$ cat config.mk
export PLATFORM = sky130hd
export DESIGN_NAME = mpgc_top
export DESIGN_NICKNAME = d
export VERILOG_FILES = /design/src/mpgc_pkg.sv /design/src/mpgc_top.sv
export SDC_FILE = /design/constraint.sdc
export NUM_CORES = 1
export LEC_CHECK = 0
export BUFFER_PORTS_ARGS = -buffer_cell sky130_fd_sc_hd__buf_2
export CAP_MARGIN = 30
export CORE_MARGIN = 3
export CORE_UTILIZATION = 53
export DETAILED_ROUTE_END_ITERATION = 7
export HOLD_SLACK_MARGIN = 0.03
export PLACE_DENSITY_LB_ADDON = 0.1
export REMOVE_ABC_BUFFERS = 1
export SKIP_LAST_GASP = 1
export SYNTH_ARGS = -nofsm -noshare
export SYNTH_HDL_FRONTEND = slang
export SYNTH_SLANG_ARGS = --single-unit
$ cat constraint.sdc
create_clock -name mclk -period 1.2 [get_ports mclk]
set_clock_uncertainty 0.1 [all_clocks]
set_input_delay 0.06 -clock mclk [delete_from_list [all_inputs] [get_ports mclk]]
set_output_delay 0.06 -clock mclk [all_outputs]
set_load 0.03 [all_outputs]
$ cat src/mpgc_pkg.sv
/*
  Constants and state codes for the module power-good control block.
  Assumes a single 100 MHz clock; no registers reached by software.
*/
`default_nettype none
package mpgc_pkg;

  // Clock period in picoseconds
  localparam int unsigned CLK_PERIOD_PS = 10000;

  // Internal monitor settle time in microseconds
  localparam int unsigned MON_SETTLE_US = 1000;

  // Settle time in clock cycles, rounded up
  localparam int unsigned MON_SETTLE_CYC =
    (MON_SETTLE_US * 1000000 + CLK_PERIOD_PS - 1) / CLK_PERIOD_PS;

  // Width of the settle counter
  localparam int unsigned MON_CNT_W = 24;

  // Reset values of the pin drivers
  localparam logic SUPPLY_ON_N_RST = 1'b1;
  localparam logic RESET_OUT_N_RST = 1'b0;

  // Sequencer states, one-hot
  typedef enum logic [3:0] {
    MPGC_OFF    = 4'h1,
    MPGC_WAIT   = 4'h2,
    MPGC_SETTLE = 4'h4,
    MPGC_RUN    = 4'h8
  } mpgc_state_t;

endpackage
`default_nettype wire

$ cat src/mpgc_top.sv
/*
  Module power-good control: power button toggles the supply request,
  carrier or internal power good gates release of the module reset.
  Assumes carrier inputs are asynchronous to mclk and the button is
  already debounced by the carrier.
*/
// Behaviour
// - High carrier power good permits power sequencing.
// - Module stays in reset while power good low.
// - Without carrier input, internal monitor supplies power good.
// - Supply-on output low means supply on.
// - Debounced button press requests power toggle.
`timescale 1ns/1ps
`default_nettype none
module mpgc_top
  import mpgc_pkg::*;
#(
  // Monitor settle count, shortened in simulation
  parameter int unsigned SETTLE_CYC = mpgc_pkg::MON_SETTLE_CYC
) (
  // Clock and reset
  input  wire logic mclk,
  input  wire logic nrst,
  // Carrier power-good input and its strap
  input  wire logic carrier_power_good,
  input  wire logic carrier_pg_used,
  // Internal monitor of input voltage and rails
  input  wire logic monitor_good,
  // Power button from carrier
  input  wire logic power_button_request_n,
  // Firmware option: button may also switch off
  input  wire logic button_off_enable,
  // Outputs
  output logic      atx_supply_on_n,
  output logic      module_reset_n,
  output logic      power_on_state
);
  import mpgc_pkg::*;

  // Reset release synchroniser
  logic rst_m_q;
  logic rst_n_q;

  // Input synchronisers, two stages each
  logic pg_m_q;
  logic pg_s_q;
  logic btn_m_q;
  logic btn_s_q;
  logic btn_prev_q;
  logic mon_m_q;
  logic mon_s_q;

  // Sequencer state and settle counter
  mpgc_state_t          state_q;
  mpgc_state_t          state_d;
  logic [MON_CNT_W-1:0] cnt_q;

  // Combined power good and button press pulse
  logic power_good;
  logic press;

  // Settle limit cut to counter width
  localparam logic [MON_CNT_W-1:0] SETTLE_LIM =
    MON_CNT_W'(SETTLE_CYC - 1);

  // Reset released through two flops
  always_ff @(posedge mclk or negedge nrst) begin
    if (!nrst) begin
      rst_m_q <= 1'b0;
      rst_n_q <= 1'b0;
    end else begin
      rst_m_q <= 1'b1;
      rst_n_q <= rst_m_q;
    end
  end

  // Input synchronisers; first stage feeds only the second
  always_ff @(posedge mclk or negedge rst_n_q) begin
    if (!rst_n_q) begin
      pg_m_q     <= 1'b0;
      pg_s_q     <= 1'b0;
      btn_m_q    <= 1'b1;
      btn_s_q    <= 1'b1;
      btn_prev_q <= 1'b1;
      mon_m_q    <= 1'b0;
      mon_s_q    <= 1'b0;
    end else begin
      pg_m_q     <= carrier_power_good;
      pg_s_q     <= pg_m_q;
      btn_m_q    <= power_button_request_n;
      btn_s_q    <= btn_m_q;
      btn_prev_q <= btn_s_q;
      mon_m_q    <= monitor_good;
      mon_s_q    <= mon_m_q;
    end
  end

  // Falling edge only, so a held button counts once
  assign press = btn_prev_q & ~btn_s_q;

  // Carrier input when strapped in use, else internal monitor.
  // Internal monitor still gates the carrier path for safety.
  assign power_good = carrier_pg_used ? (pg_s_q & mon_s_q)
                                      : mon_s_q;

  // Next state
  always_comb begin
    state_d = state_q;
    unique case (state_q)
      MPGC_OFF: begin
        if (press) begin
          state_d = MPGC_WAIT;
        end
      end
      MPGC_WAIT: begin
        if (press && button_off_enable) begin
          state_d = MPGC_OFF;
        end else if (power_good) begin
          state_d = MPGC_SETTLE;
        end
      end
      MPGC_SETTLE: begin
        if (press && button_off_enable) begin
          state_d = MPGC_OFF;
        end else if (!power_good) begin
          state_d = MPGC_WAIT;
        end else if (cnt_q == SETTLE_LIM) begin
          state_d = MPGC_RUN;
        end
      end
      MPGC_RUN: begin
        if (press && button_off_enable) begin
          state_d = MPGC_OFF;
        end else if (!power_good) begin
          state_d = MPGC_WAIT;
        end
      end
      default: begin
        state_d = MPGC_OFF;
      end
    endcase
  end

  // State register
  always_ff @(posedge mclk or negedge rst_n_q) begin
    if (!rst_n_q) begin
      state_q <= MPGC_OFF;
    end else begin
      state_q <= state_d;
    end
  end

  // Settle counter; cleared outside the settle state
  always_ff @(posedge mclk or negedge rst_n_q) begin
    if (!rst_n_q) begin
      cnt_q <= '0;
    end else if (state_q == MPGC_SETTLE) begin
      cnt_q <= cnt_q + MON_CNT_W'(1);
    end else begin
      cnt_q <= '0;
    end
  end

  // Registered pin drivers
  always_ff @(posedge mclk or negedge rst_n_q) begin
    if (!rst_n_q) begin
      atx_supply_on_n <= SUPPLY_ON_N_RST;
      module_reset_n  <= RESET_OUT_N_RST;
      power_on_state  <= 1'b0;
    end else begin
      // Low requests main supply outputs
      atx_supply_on_n <= (state_d == MPGC_OFF);
      // Reset released only in run
      module_reset_n  <= (state_d == MPGC_RUN);
      power_on_state  <= (state_d != MPGC_OFF);
    end
  end
endmodule
`default_nettype wire

======== After elaboration in Yosys (flattened, before gate mapping) ========
Index checks and enable logic that the tools add are counted.
word-level totals
  bits in registers ....................... 40
  logic and storage cells ................. 38
cells by class
  add/subtract/negate cells ............... 1
  eq/ne operators ......................... 8
  multiplexer cells ....................... 11
  bitwise logic cells ..................... 3
  reductions and logical operators ........ 1
operators by type and width
  kind                                                                      count
  4-bit 2-to-1 mux                                                          8
  24-bit by 1-bit adder with 24-bit output (second input constant)          1
  24-bit by 17-bit equality test with 1-bit output (second input constant)  1
  24-bit 2-to-1 mux                                                         1
  4-bit case mux with 4 select lines                                        1
  4-bit by 1-bit equality test with 1-bit output (second input constant)    2
  4-bit equality test (second input constant)                               2
  4-bit by 2-bit equality test with 1-bit output (second input constant)    1
  4-bit by 3-bit equality test with 1-bit output (second input constant)    1
  4-bit by 1-bit != test with 1-bit output (second input constant)          1
  1-bit AND                                                                 2
  1-bit logical AND                                                         1
  1-bit 2-to-1 mux                                                          1
  1-bit NOT                                                                 1

======== Longest topological paths before layout ========
Gate-level depths: netlist of the first run.
  depth in word-level cells ............... 6
  depth in mapped cells ................... 6
  depth with buffers taken out ............ 5

======== Worst setup path before layout of the first run ========
No wires, ideal clock.
  kind .................................... register -> register
  start point ............................. register cnt_q[0]
  end point ............................... register cnt_q[20]
  setup time .............................. 0.078 ns
  data arrival time ....................... 1.820 ns
  path slack .............................. -0.799 ns
  cell stages (with the launch flop) ...... 7
  path buffers ............................ 1
  clock period less this slack ............ 1.999 ns
  cells stage by stage .................... dfrtp_1 ha_1 nand3_1 or3_1 clkbuf_1 or4_1 a21oi_1
between the ends
  longest elaborated chain between the ends .. 2
RTL lines
  element                                   line             source
  from (decl)                               mpgc_top.sv:56   logic [MON_CNT_W-1:0] cnt_q;
  from (signal assigned)                    mpgc_top.sv:158  cnt_q <= cnt_q + MON_CNT_W'(1);
  24-bit by 1-bit adder with 24-bit output  mpgc_top.sv:158
  24-bit 2-to-1 mux                         mpgc_top.sv:157  end else if (state_q == MPGC_SETTLE) begin
Every way passes these cells.

======== Worst setup path after layout of the first run ========
  start point ............................. register cnt_q[1]
  end point ............................... register cnt_q[23]
The elaborated chain is that of the path after synthesis.

==> flow_metrics.env, run 1 <==
export IMPL_htree_num_levels=2
export IMPL_ys_types=32
export IMPL_num_rows=20
export IMPL_r2r_start="cnt_q[1]"
export IMPL_initial_utilization=0.571
export IMPL_postSynthAreaPerCell_sq_um=10.5
export IMPL_final_nets=255
export IMPL_synth_edf_count=0
export IMPL_violations="negative setup slack"
export IMPL_ys_top_cells_by_area="dfrtp_1, dfstp_2, xnor2_1, nor2_1, or3_1"
export IMPL_synth_top_area_frac=0.486
export IMPL_arrival_ns=2.18
export IMPL_status="finished with violations"
export IMPL_cp_max_fo=7
export IMPL_cts_root_buf="clkbuf_4"
export IMPL_die_x_um=64.3
export IMPL_largest_reg_flops=24
export IMPL_dieArea_sq_um=4130
export IMPL_hold_path_class="in2reg"
export IMPL_pin_count=10
export IMPL_clkTransAtPathRegs_ns=0.14
export IMPL_seq_area_sq_um=1010
export IMPL_vias_per_cell=6.43
export IMPL_grt_pass1_wl_mm=9.70
export IMPL_hold_depth=4
export IMPL_port_buffers=9
export IMPL_critical_path_class="reg2reg"
export IMPL_power_frac_comb=0.065
export IMPL_leakage_nw=1.23
export IMPL_cts_buffer_depth=2
export IMPL_top_regs="cnt_q: 24 flops, state_q: 4 flops"
export IMPL_finalSetupTns_ns=-15.48
export IMPL_ys_seq_area_frac=0.559
export IMPL_switching_share=0.250
export IMPL_antenna_cells=0
export IMPL_syn2layout_area_growth_pct=62.3
export IMPL_grt_ovfl_total=0
export IMPL_fmax_mhz=514
export IMPL_synthFlopType="dfrtp_1"
export IMPL_synth_top_area_cell="dfrtp_1"
export IMPL_stdcell_count=292
export IMPL_synth_area_sq_um=1800
export IMPL_grt_max_degree=39
export IMPL_power_switching_uw=633
export IMPL_intPower_mw=1.90
export IMPL_routed_wl_mm=7.31
export IMPL_antenna_found_initial=0
export IMPL_clkLatencyLatePin_ns=0.39
export IMPL_setup_viol=32
export IMPL_maxCapViolCount=0
export IMPL_syn_inst=171
export IMPL_ys_ff_latch=40
export IMPL_drive_above_1_share=0.569
export IMPL_power_density_nw_per_um2=868
export IMPL_gp_congestion=0.825
export IMPL_peakVddDrop_mv=1.23
export IMPL_drt_initial_drc_count=189
export IMPL_dpl_cell_count=261
export IMPL_numCtsBuffers=5
export IMPL_p_seq_frac=0.555
export IMPL_cts_sinks=40
export IMPL_cts_tree="done"
export IMPL_hpwl_mm=2.69
export IMPL_min_delay_start="carrier_pg_used"
export IMPL_worst_setup_path_start_kind="register"
export IMPL_multiInputGateArea_sq_um=1110
export IMPL_cp_startpoint="cnt_q[1]"
export IMPL_grt_pass1_vias=1892
export IMPL_vias=1877
export IMPL_period_needed_ns=1.95
export IMPL_r2r_cells=5
export IMPL_core_area_sq_um=3150
export IMPL_ctsHoldBuffers=5
export IMPL_route_antenna_remaining_nets=0
export IMPL_layout_worst_path_cycle_share=1.62
export IMPL_end_kind="register"
export IMPL_wire_per_inst_um=25.0
export IMPL_hold_ws_ns=0.00721
export IMPL_first_pass_iters=4
export IMPL_fp_dieH_um=64.3
export IMPL_route_detailed_drc=0
export IMPL_largest_register="cnt_q"
export IMPL_nFillCells=102
export IMPL_async_reset_ff_frac=1.00
export IMPL_yosysWarnings=0
export IMPL_slew_violations=0
export IMPL_required_ns=1.43
export IMPL_rsz0062_at_grt="true"
export IMPL_setup_ws_ns=-0.747
export IMPL_clock_power_share=0.380
export IMPL_hold_viol=0
export IMPL_grtUsageTotal=0.317
-- per-stage QoR --
stage	total power, mW	worst slack, ns	util	instance area (sq um)
after CTS	2.45	-0.604	0.853	2690
after global routing	2.59	-0.817	0.927	2920
final	2.54	-0.747	0.927	2920
after floorplan	1.48	-0.756	-	1780
after global placement	1.53	-0.666	0.700	2210
after detailed placement	1.54	-0.738	0.700	2210
-- power groups by stage --
stage / logic, mW / clock network [mW] / registers (mW)
4_1_cts: 0.146 / 0.902 / 1.40
5_1_grt: 0.177 / 1.00 / 1.41
2_1_floorplan: 0.0271 / 0 / 1.46
3_5_place_dp: 0.113 / 0 / 1.43
6_report: 0.166 / 0.963 / 1.41
3_3_place_gp: 0.109 / 0 / 1.42
-- worst paths after layout --
check | to | slack (ns)
max | cnt_q[23] | -0.75
min | state_q[1] | 0.007
max reg2reg | cnt_q[23] | -0.75
min reg2reg | cnt_q[13] | 0.14
max in group asynchronous | rst_n_q | 0.42
min in group asynchronous | cnt_q[13] | 0.14
-- layer usage --
metal  vias to the layer above  routed length [um]  global-route usage
li1                        769                   -                   -
met1                       916                2580               0.370
met2                       134                3560               0.536
met3                        58                 574              0.0668
met4                         0                 594               0.179
met5                         -                   0                   0
-- cell type report --
class	count	area share
clock inverters	3	0.0146
clock buffers	5	0.0128
well taps	44	0.0188
flip-flops and latches	40	0.345
repair buffers	74	0.220
inverters	6	0.00771
multi-input cells	120	0.382
-- cell usage after synthesis, drive strengths merged, types with 5 or more instances --
cell / instances
o21ai: 11
or3: 9
nand3: 8
xor2: 5
nor2: 17
or4: 6
dfrtp: 35
inv: 6
nand4: 7
nand2: 6
xnor2: 9
dfstp: 5
a21oi: 10
-- cell families (layout without fill, tap and decap cells) --
logic type,Yosys count,in the layout,synth area share
other,1,1,0.00208
flip-flops,40,40,0.559
XOR/XNOR,14,14,0.0681
buffers and inverters,11,88,0.0236
AND/OR/NAND/NOR,79,79,0.265
adder cells (fa/ha/maj),1,1,0.00695
AO/OA/AOI/OAI,25,25,0.0751
-- cell usage in the layout (no fill, tap or decap), drive strengths merged, types with 3 or more instances in the layout --
| master | synthesis | final |
|---|---|---|
| dlygate4sd3 | 0 | 5 |
| nand3 | 8 | 8 |
| or4 | 6 | 6 |
| inv | 6 | 6 |
| nor2 | 17 | 17 |
| nand2 | 6 | 6 |
| clkbuf | 4 | 5 |
| xor2 | 5 | 5 |
| nand4 | 7 | 7 |
| o31ai | 3 | 3 |
| dfrtp | 35 | 35 |
| buf | 1 | 69 |
| nor4 | 4 | 4 |
| or4b | 4 | 4 |
| dfstp | 5 | 5 |
| or3 | 9 | 9 |
| nor3 | 4 | 4 |
| a21oi | 10 | 10 |
| xnor2 | 9 | 9 |
| o21ai | 11 | 11 |
| and2 | 3 | 3 |
-- critical path: stages (launching register included) --
cell     delay, ns
dfrtp_1       0.43
buf_4         0.15
nand4_1       0.18
or4_4         0.53
or3_4         0.36
a21oi_2       0.15
-- what timing repair did --
| action | in CTS | in global routing |
|---|---|---|
| gates cloned | 2 | 0 |
| gates resized for setup | 50 | 50 |
| endpoints found under the hold margin | 6 | 1 |
| endpoints found under the setup margin | 32 | 32 |
| pin swaps | 35 | 24 |
| setup buffers | 14 | 5 |
(Power assumes the default switching activity.)
==> run 2: changes to the inputs <==
- REMOVE_ABC_BUFFERS: 1 -> not set
==> run 2 against run 1 <==
Net effect: the flow still finishes with violations (negative setup slack); final cell count shrank 1.4%; register-to-register slack gained 0.05 ns; non-clock buffer count shrank 7.
==> flow_metrics.env, run 2 (synthesis results as in run 1) <==
export IMPL_dp_slack_ns=-0.660
export IMPL_status="finished with violations"
export IMPL_die_x_um=64.3
export IMPL_switching_share=0.247
export IMPL_setup_viol=31
export IMPL_power_density_nw_per_um2=848
export IMPL_violations="negative setup slack"
export IMPL_top_regs="cnt_q: 24 flops, state_q: 4 flops"
export IMPL_route_antenna_remaining_nets=0
export IMPL_fp_dieH_um=64.3
export IMPL_rsz0062_at_grt="true"
export IMPL_peakVddDrop_mv=0.629
export IMPL_slew_violations=0
export IMPL_routed_wl_mm=5.67
export IMPL_ctsHoldBuffers=5
export IMPL_vias_per_cell=5.91
export IMPL_setup_ws_ns=-0.699
export IMPL_maxCapViolCount=0
export IMPL_clkTransAtPathRegs_ns=0.13
export IMPL_vias=1703
export IMPL_finalInstanceArea_sq_um=2740
export IMPL_hold_ws_ns=0.000413
export IMPL_antenna_found_initial=0
export IMPL_finalSetupTns_ns=-13.94
export IMPL_end_kind="register"
export IMPL_cts_sinks=40
export IMPL_initial_utilization=0.571
export IMPL_wire_per_inst_um=19.7
export IMPL_route_detailed_drc=0
export IMPL_power_mw=2.32
export IMPL_intPower_mw=1.75
export IMPL_hpwl_mm=2.79
export IMPL_num_rows=20
export IMPL_syn_nets=179
export IMPL_grtUsageTotal=0.295
export IMPL_nFillCells=160
export IMPL_final_nets=251
export IMPL_core_area_sq_um=3150
export IMPL_numCtsBuffers=5
export IMPL_largest_reg_flops=24
export IMPL_worst_setup_path_start_kind="register"
export IMPL_htree_num_levels=2
export IMPL_grt_pass1_wl_mm=9.15
export IMPL_place_area_sq_um=2230
export IMPL_syn2layout_area_growth_pct=52.3
export IMPL_arrival_ns=2.07
export IMPL_hold_path_class="in2reg"
export IMPL_grt_ovfl_total=0
export IMPL_largest_register="cnt_q"
export IMPL_required_ns=1.37
export IMPL_drive_above_1_share=0.492
export IMPL_critical_path_class="reg2reg"
export IMPL_leakage_nw=1.16
export IMPL_pin_count=10
export IMPL_clkLatencyLatePin_ns=0.36
export IMPL_grt_pass1_vias=1833
export IMPL_mostFrequentLayoutCells="buf_4, dfrtp_1, nor2_1, buf_6"
export IMPL_antenna_cells=0
export IMPL_port_buffers=9
export IMPL_p_seq_frac=0.607
export IMPL_cts_root_buf="clkbuf_4"
export IMPL_power_frac_comb=0.070
export IMPL_grt_max_degree=39
export IMPL_cts_tree="done"
export IMPL_dieArea_sq_um=4130
export IMPL_hold_viol=0
export IMPL_final_common_cell="buf_4"
export IMPL_fmax_mhz=527
export IMPL_gp_congestion=0.880
export IMPL_first_pass_iters=4
export IMPL_cts_buffer_depth=2
export IMPL_layout_worst_path_cycle_share=1.58
export IMPL_drt_initial_drc_count=157
export IMPL_cp_max_fo=5
export IMPL_period_needed_ns=1.90
export IMPL_power_switching_uw=574
export IMPL_clock_power_share=0.323
[run 2: cell count changes in the layout (fill, tap and decap cells not counted), sizes merged]
cell      previous run  this run
clkinvlp             1         2
bufinv               1         0
clkbuf               5         6
or4b                 4         7
buf                 69        62
clkinv               1         0
[run 2: final cells by class]
class | count | area, sq um | share of cell area
tap | 44 | 55.1 | 0.0201
clock inverter | 2 | 15.0 | 0.00547
sequential | 40 | 1010 | 0.370
multi-input combinational | 123 | 1010 | 0.370
inverter | 6 | 22.5 | 0.00821
timing repair buffer | 67 | 569 | 0.208
clock buffer | 6 | 51.3 | 0.0187
[run 2: stage by stage]
stage	std cells	utilization
after detailed placement	260	0.709
after floorplan	171	-
final	288	0.870
after global routing	288	0.870
after CTS	285	0.838
after global placement	260	0.709
[run 2: per-layer routing]
metal / track usage / wire, um
met2: 0.522 / 3010
met1: 0.356 / 2190
met5: 0 / 0
met4: 0.132 / 149
met3: 0.0404 / 323
[run 2: timing repair]
| item | in CTS | in global routing |
|---|---|---|
| gates cloned | 3 | 0 |
| setup buffers | 9 | 4 |
| gates resized for setup | 38 | 22 |
| hold endpoints to repair | 6 | 1 |
| setup endpoints to repair | 32 | 32 |
| pin swaps | 29 | 17 |
[run 2: critical path, cell delays in order (launching register included)]
cell	delay [ns]
dfrtp_1	0.41
ha_4	0.17
nand3_4	0.08
or3_4	0.37
or4_1	0.48
a21oi_1	0.20
[run 2: final timing paths]
kind | start | slack (ns) | end | depth (start not counted)
max in group asynchronous | nrst | 0.37 | rst_n_q | 3
min in group asynchronous | rst_n_q | 0.14 | cnt_q[9] | 1
hold reg to reg | rst_n_q | 0.14 | cnt_q[9] | 1
hold / removal | carrier_pg_used | 0.0004 | state_q[1] | 4
setup / recovery | cnt_q[0] | -0.70 | cnt_q[22] | 5
setup reg to reg | cnt_q[0] | -0.70 | cnt_q[22] | 5
[run 2: power groups by stage]
stage	logic, mW	clock network [mW]	registers [mW]
after floorplan	0.0292	0	1.46
after global placement	0.116	0	1.42
after detailed placement	0.120	0	1.43
after CTS	0.152	0.755	1.41
after global routing	0.177	0.825	1.42
final	0.163	0.750	1.41
==> run 3: changes to the inputs <==
- CORE_UTILIZATION: 53 -> 55
- CTS_BUF_LIST: not set -> sky130_fd_sc_hd__clkbuf_4
==> run 3 against run 2 <==
Net effect: the run still ends with negative setup slack left; sequential power about the same; final area is 1.1% lower; via count down 1.9%; critical path depth stayed put; routed wire length down 3.7%; critical path type unchanged.
==> flow_metrics.env, run 3 (synthesis results as in run 1) <==
export IMPL_status="finished with violations"
export IMPL_violations="negative setup slack"
export IMPL_port_buffers=9
export IMPL_pin_count=10
export IMPL_cpPeakStageDelay_ns=0.49
export IMPL_clkLatencyLatePin_ns=0.36
export IMPL_finalInstanceArea_sq_um=2710
export IMPL_leakage_nw=1.18
export IMPL_grt_max_degree=39
export IMPL_hold_ws_ns=0.0154
export IMPL_cp_max_fo=4
export IMPL_final_common_cell="buf_4"
export IMPL_syn2layout_area_growth_pct=50.7
export IMPL_largest_register="cnt_q"
export IMPL_place_area_sq_um=2260
export IMPL_route_detailed_drc=0
export IMPL_peakVddDrop_mv=0.901
export IMPL_clkTransAtPathRegs_ns=0.13
export IMPL_cts_sinks=40
export IMPL_grtUsageTotal=0.284
export IMPL_gp_congestion=0.828
export IMPL_rsz0062_at_grt="true"
export IMPL_hold_viol=0
export IMPL_worst_setup_path_start_kind="register"
export IMPL_setup_viol=31
export IMPL_arrival_ns=2.05
export IMPL_cp_cell_sequence="ha_2 > nand3_4 > or3_4 > or4_4 > a21oi_2"
export IMPL_critical_path_class="reg2reg"
export IMPL_final_nets=251
export IMPL_power_switching_uw=569
export IMPL_cts_tree="done"
export IMPL_required_ns=1.38
export IMPL_drt_initial_drc_count=130
export IMPL_top_regs="cnt_q: 24 flops, state_q: 4 flops"
export IMPL_antenna_found_initial=0
export IMPL_min_delay_start="carrier_pg_used"
export IMPL_initial_utilization=0.585
export IMPL_mostFrequentLayoutCells="buf_4, dfrtp_1, nor2_1"
export IMPL_finalSetupTns_ns=-12.57
export IMPL_r2r_start="cnt_q[1]"
export IMPL_nFillCells=157
export IMPL_maxCapViolCount=0
export IMPL_intPower_mw=1.68
export IMPL_numCtsBuffers=5
export IMPL_core_area_sq_um=3080
export IMPL_setup_ws_ns=-0.675
export IMPL_num_rows=20
export IMPL_p_seq_frac=0.628
export IMPL_route_antenna_remaining_nets=0
export IMPL_fp_dieH_um=63.2
export IMPL_grt_pass1_vias=1767
export IMPL_layout_worst_path_cycle_share=1.56
export IMPL_grt_pass1_wl_mm=8.64
export IMPL_hpwl_mm=3.00
export IMPL_die_x_um=63.2
export IMPL_power_density_nw_per_um2=830
export IMPL_grt_ovfl_total=0
export IMPL_fmax_mhz=533
export IMPL_slew_violations=0
export IMPL_htree_num_levels=2
export IMPL_syn_nets=179
export IMPL_vias_per_cell=5.80
export IMPL_multiInputGateArea_sq_um=1040
export IMPL_vias=1671
export IMPL_wire_per_inst_um=19.0
export IMPL_ctsHoldBuffers=5
export IMPL_switching_share=0.253
export IMPL_first_pass_iters=4
export IMPL_cts_root_buf="clkbuf_4"
export IMPL_end_kind="register"
export IMPL_hold_path_class="in2reg"
export IMPL_clock_power_share=0.307
export IMPL_cp_startpoint="cnt_q[1]"
export IMPL_routed_wl_mm=5.46
export IMPL_seq_area_sq_um=1010
export IMPL_antenna_cells=0
export IMPL_drive_above_1_share=0.500
export IMPL_cp_slowest_cell="or4_4"
export IMPL_dieArea_sq_um=4000
export IMPL_cts_buffer_depth=2
export IMPL_power_frac_comb=0.065
export IMPL_largest_reg_flops=24
export IMPL_period_needed_ns=1.88
run 3: repair_timing:
item | in CTS | in global routing
cloned | 3 | 0
endpoints found under the setup margin | 32 | 32
hold endpoints to repair | 6 | 1
gates resized for setup | 34 | 20
buffers inserted | 6 | 5
pin swaps | 22 | 12
run 3: critical path, delay by kind of cell (launching register included):
family | cells | cell delay [ns]
and+or+nand+nor | 3 | 0.95
DFF | 1 | 0.38
adders and majority gates | 1 | 0.21
AOI/OAI and AO/OA | 1 | 0.16
run 3: final timing paths:
check                                  end  slack (ns)  cells after the start
worst max-delay path             cnt_q[22]       -0.68                      5
worst min-delay path            state_q[1]        0.02                      4
worst max register to register   cnt_q[22]       -0.68                      5
worst min register to register   cnt_q[12]        0.14                      1
max in group asynchronous          rst_n_q        0.41                      3
min in group asynchronous        cnt_q[12]        0.14                      1
run 3: power by group through the flow:
| stage | Sequential, mW | Clock, mW | Combinational (mW) |
|---|---|---|---|
| 2_1_floorplan | 1.46 | 0 | 0.0292 |
| 3_3_place_gp | 1.43 | 0 | 0.110 |
| 3_5_place_dp | 1.43 | 0 | 0.115 |
| 4_1_cts | 1.41 | 0.683 | 0.143 |
| 5_1_grt | 1.42 | 0.759 | 0.161 |
| 6_report | 1.41 | 0.691 | 0.146 |
run 3: per-stage QoR:
stage / total power [mW] / setup WS (ns) / util / std cells
after global routing: 2.34 / -0.754 / 0.881 / 288
after floorplan: 1.49 / -0.669 / - / 171
after global placement: 1.53 / -0.588 / 0.736 / 264
after CTS: 2.24 / -0.634 / 0.847 / 285
after detailed placement: 1.54 / -0.674 / 0.736 / 264
final: 2.25 / -0.675 / 0.881 / 288
run 3: layout make-up:
cell class                      instances  share of cell area
Multi-Input combinational cell        123               0.383
Sequential cell                        40               0.373
Timing Repair Buffer                   67               0.194
Tap cell                               44              0.0203
Clock buffer                            5              0.0138
Inverter                                6             0.00830
Clock inverter                          3             0.00692
run 3: routing by layer:
layer | global-route usage | part of all wire | vias up
li1 | - | - | 773
met1 | 0.335 | 0.39 | 848
met2 | 0.522 | 0.56 | 36
met3 | 0.0410 | 0.035 | 14
met4 | 0.105 | 0.021 | 0
met5 | 0 | 0 | -
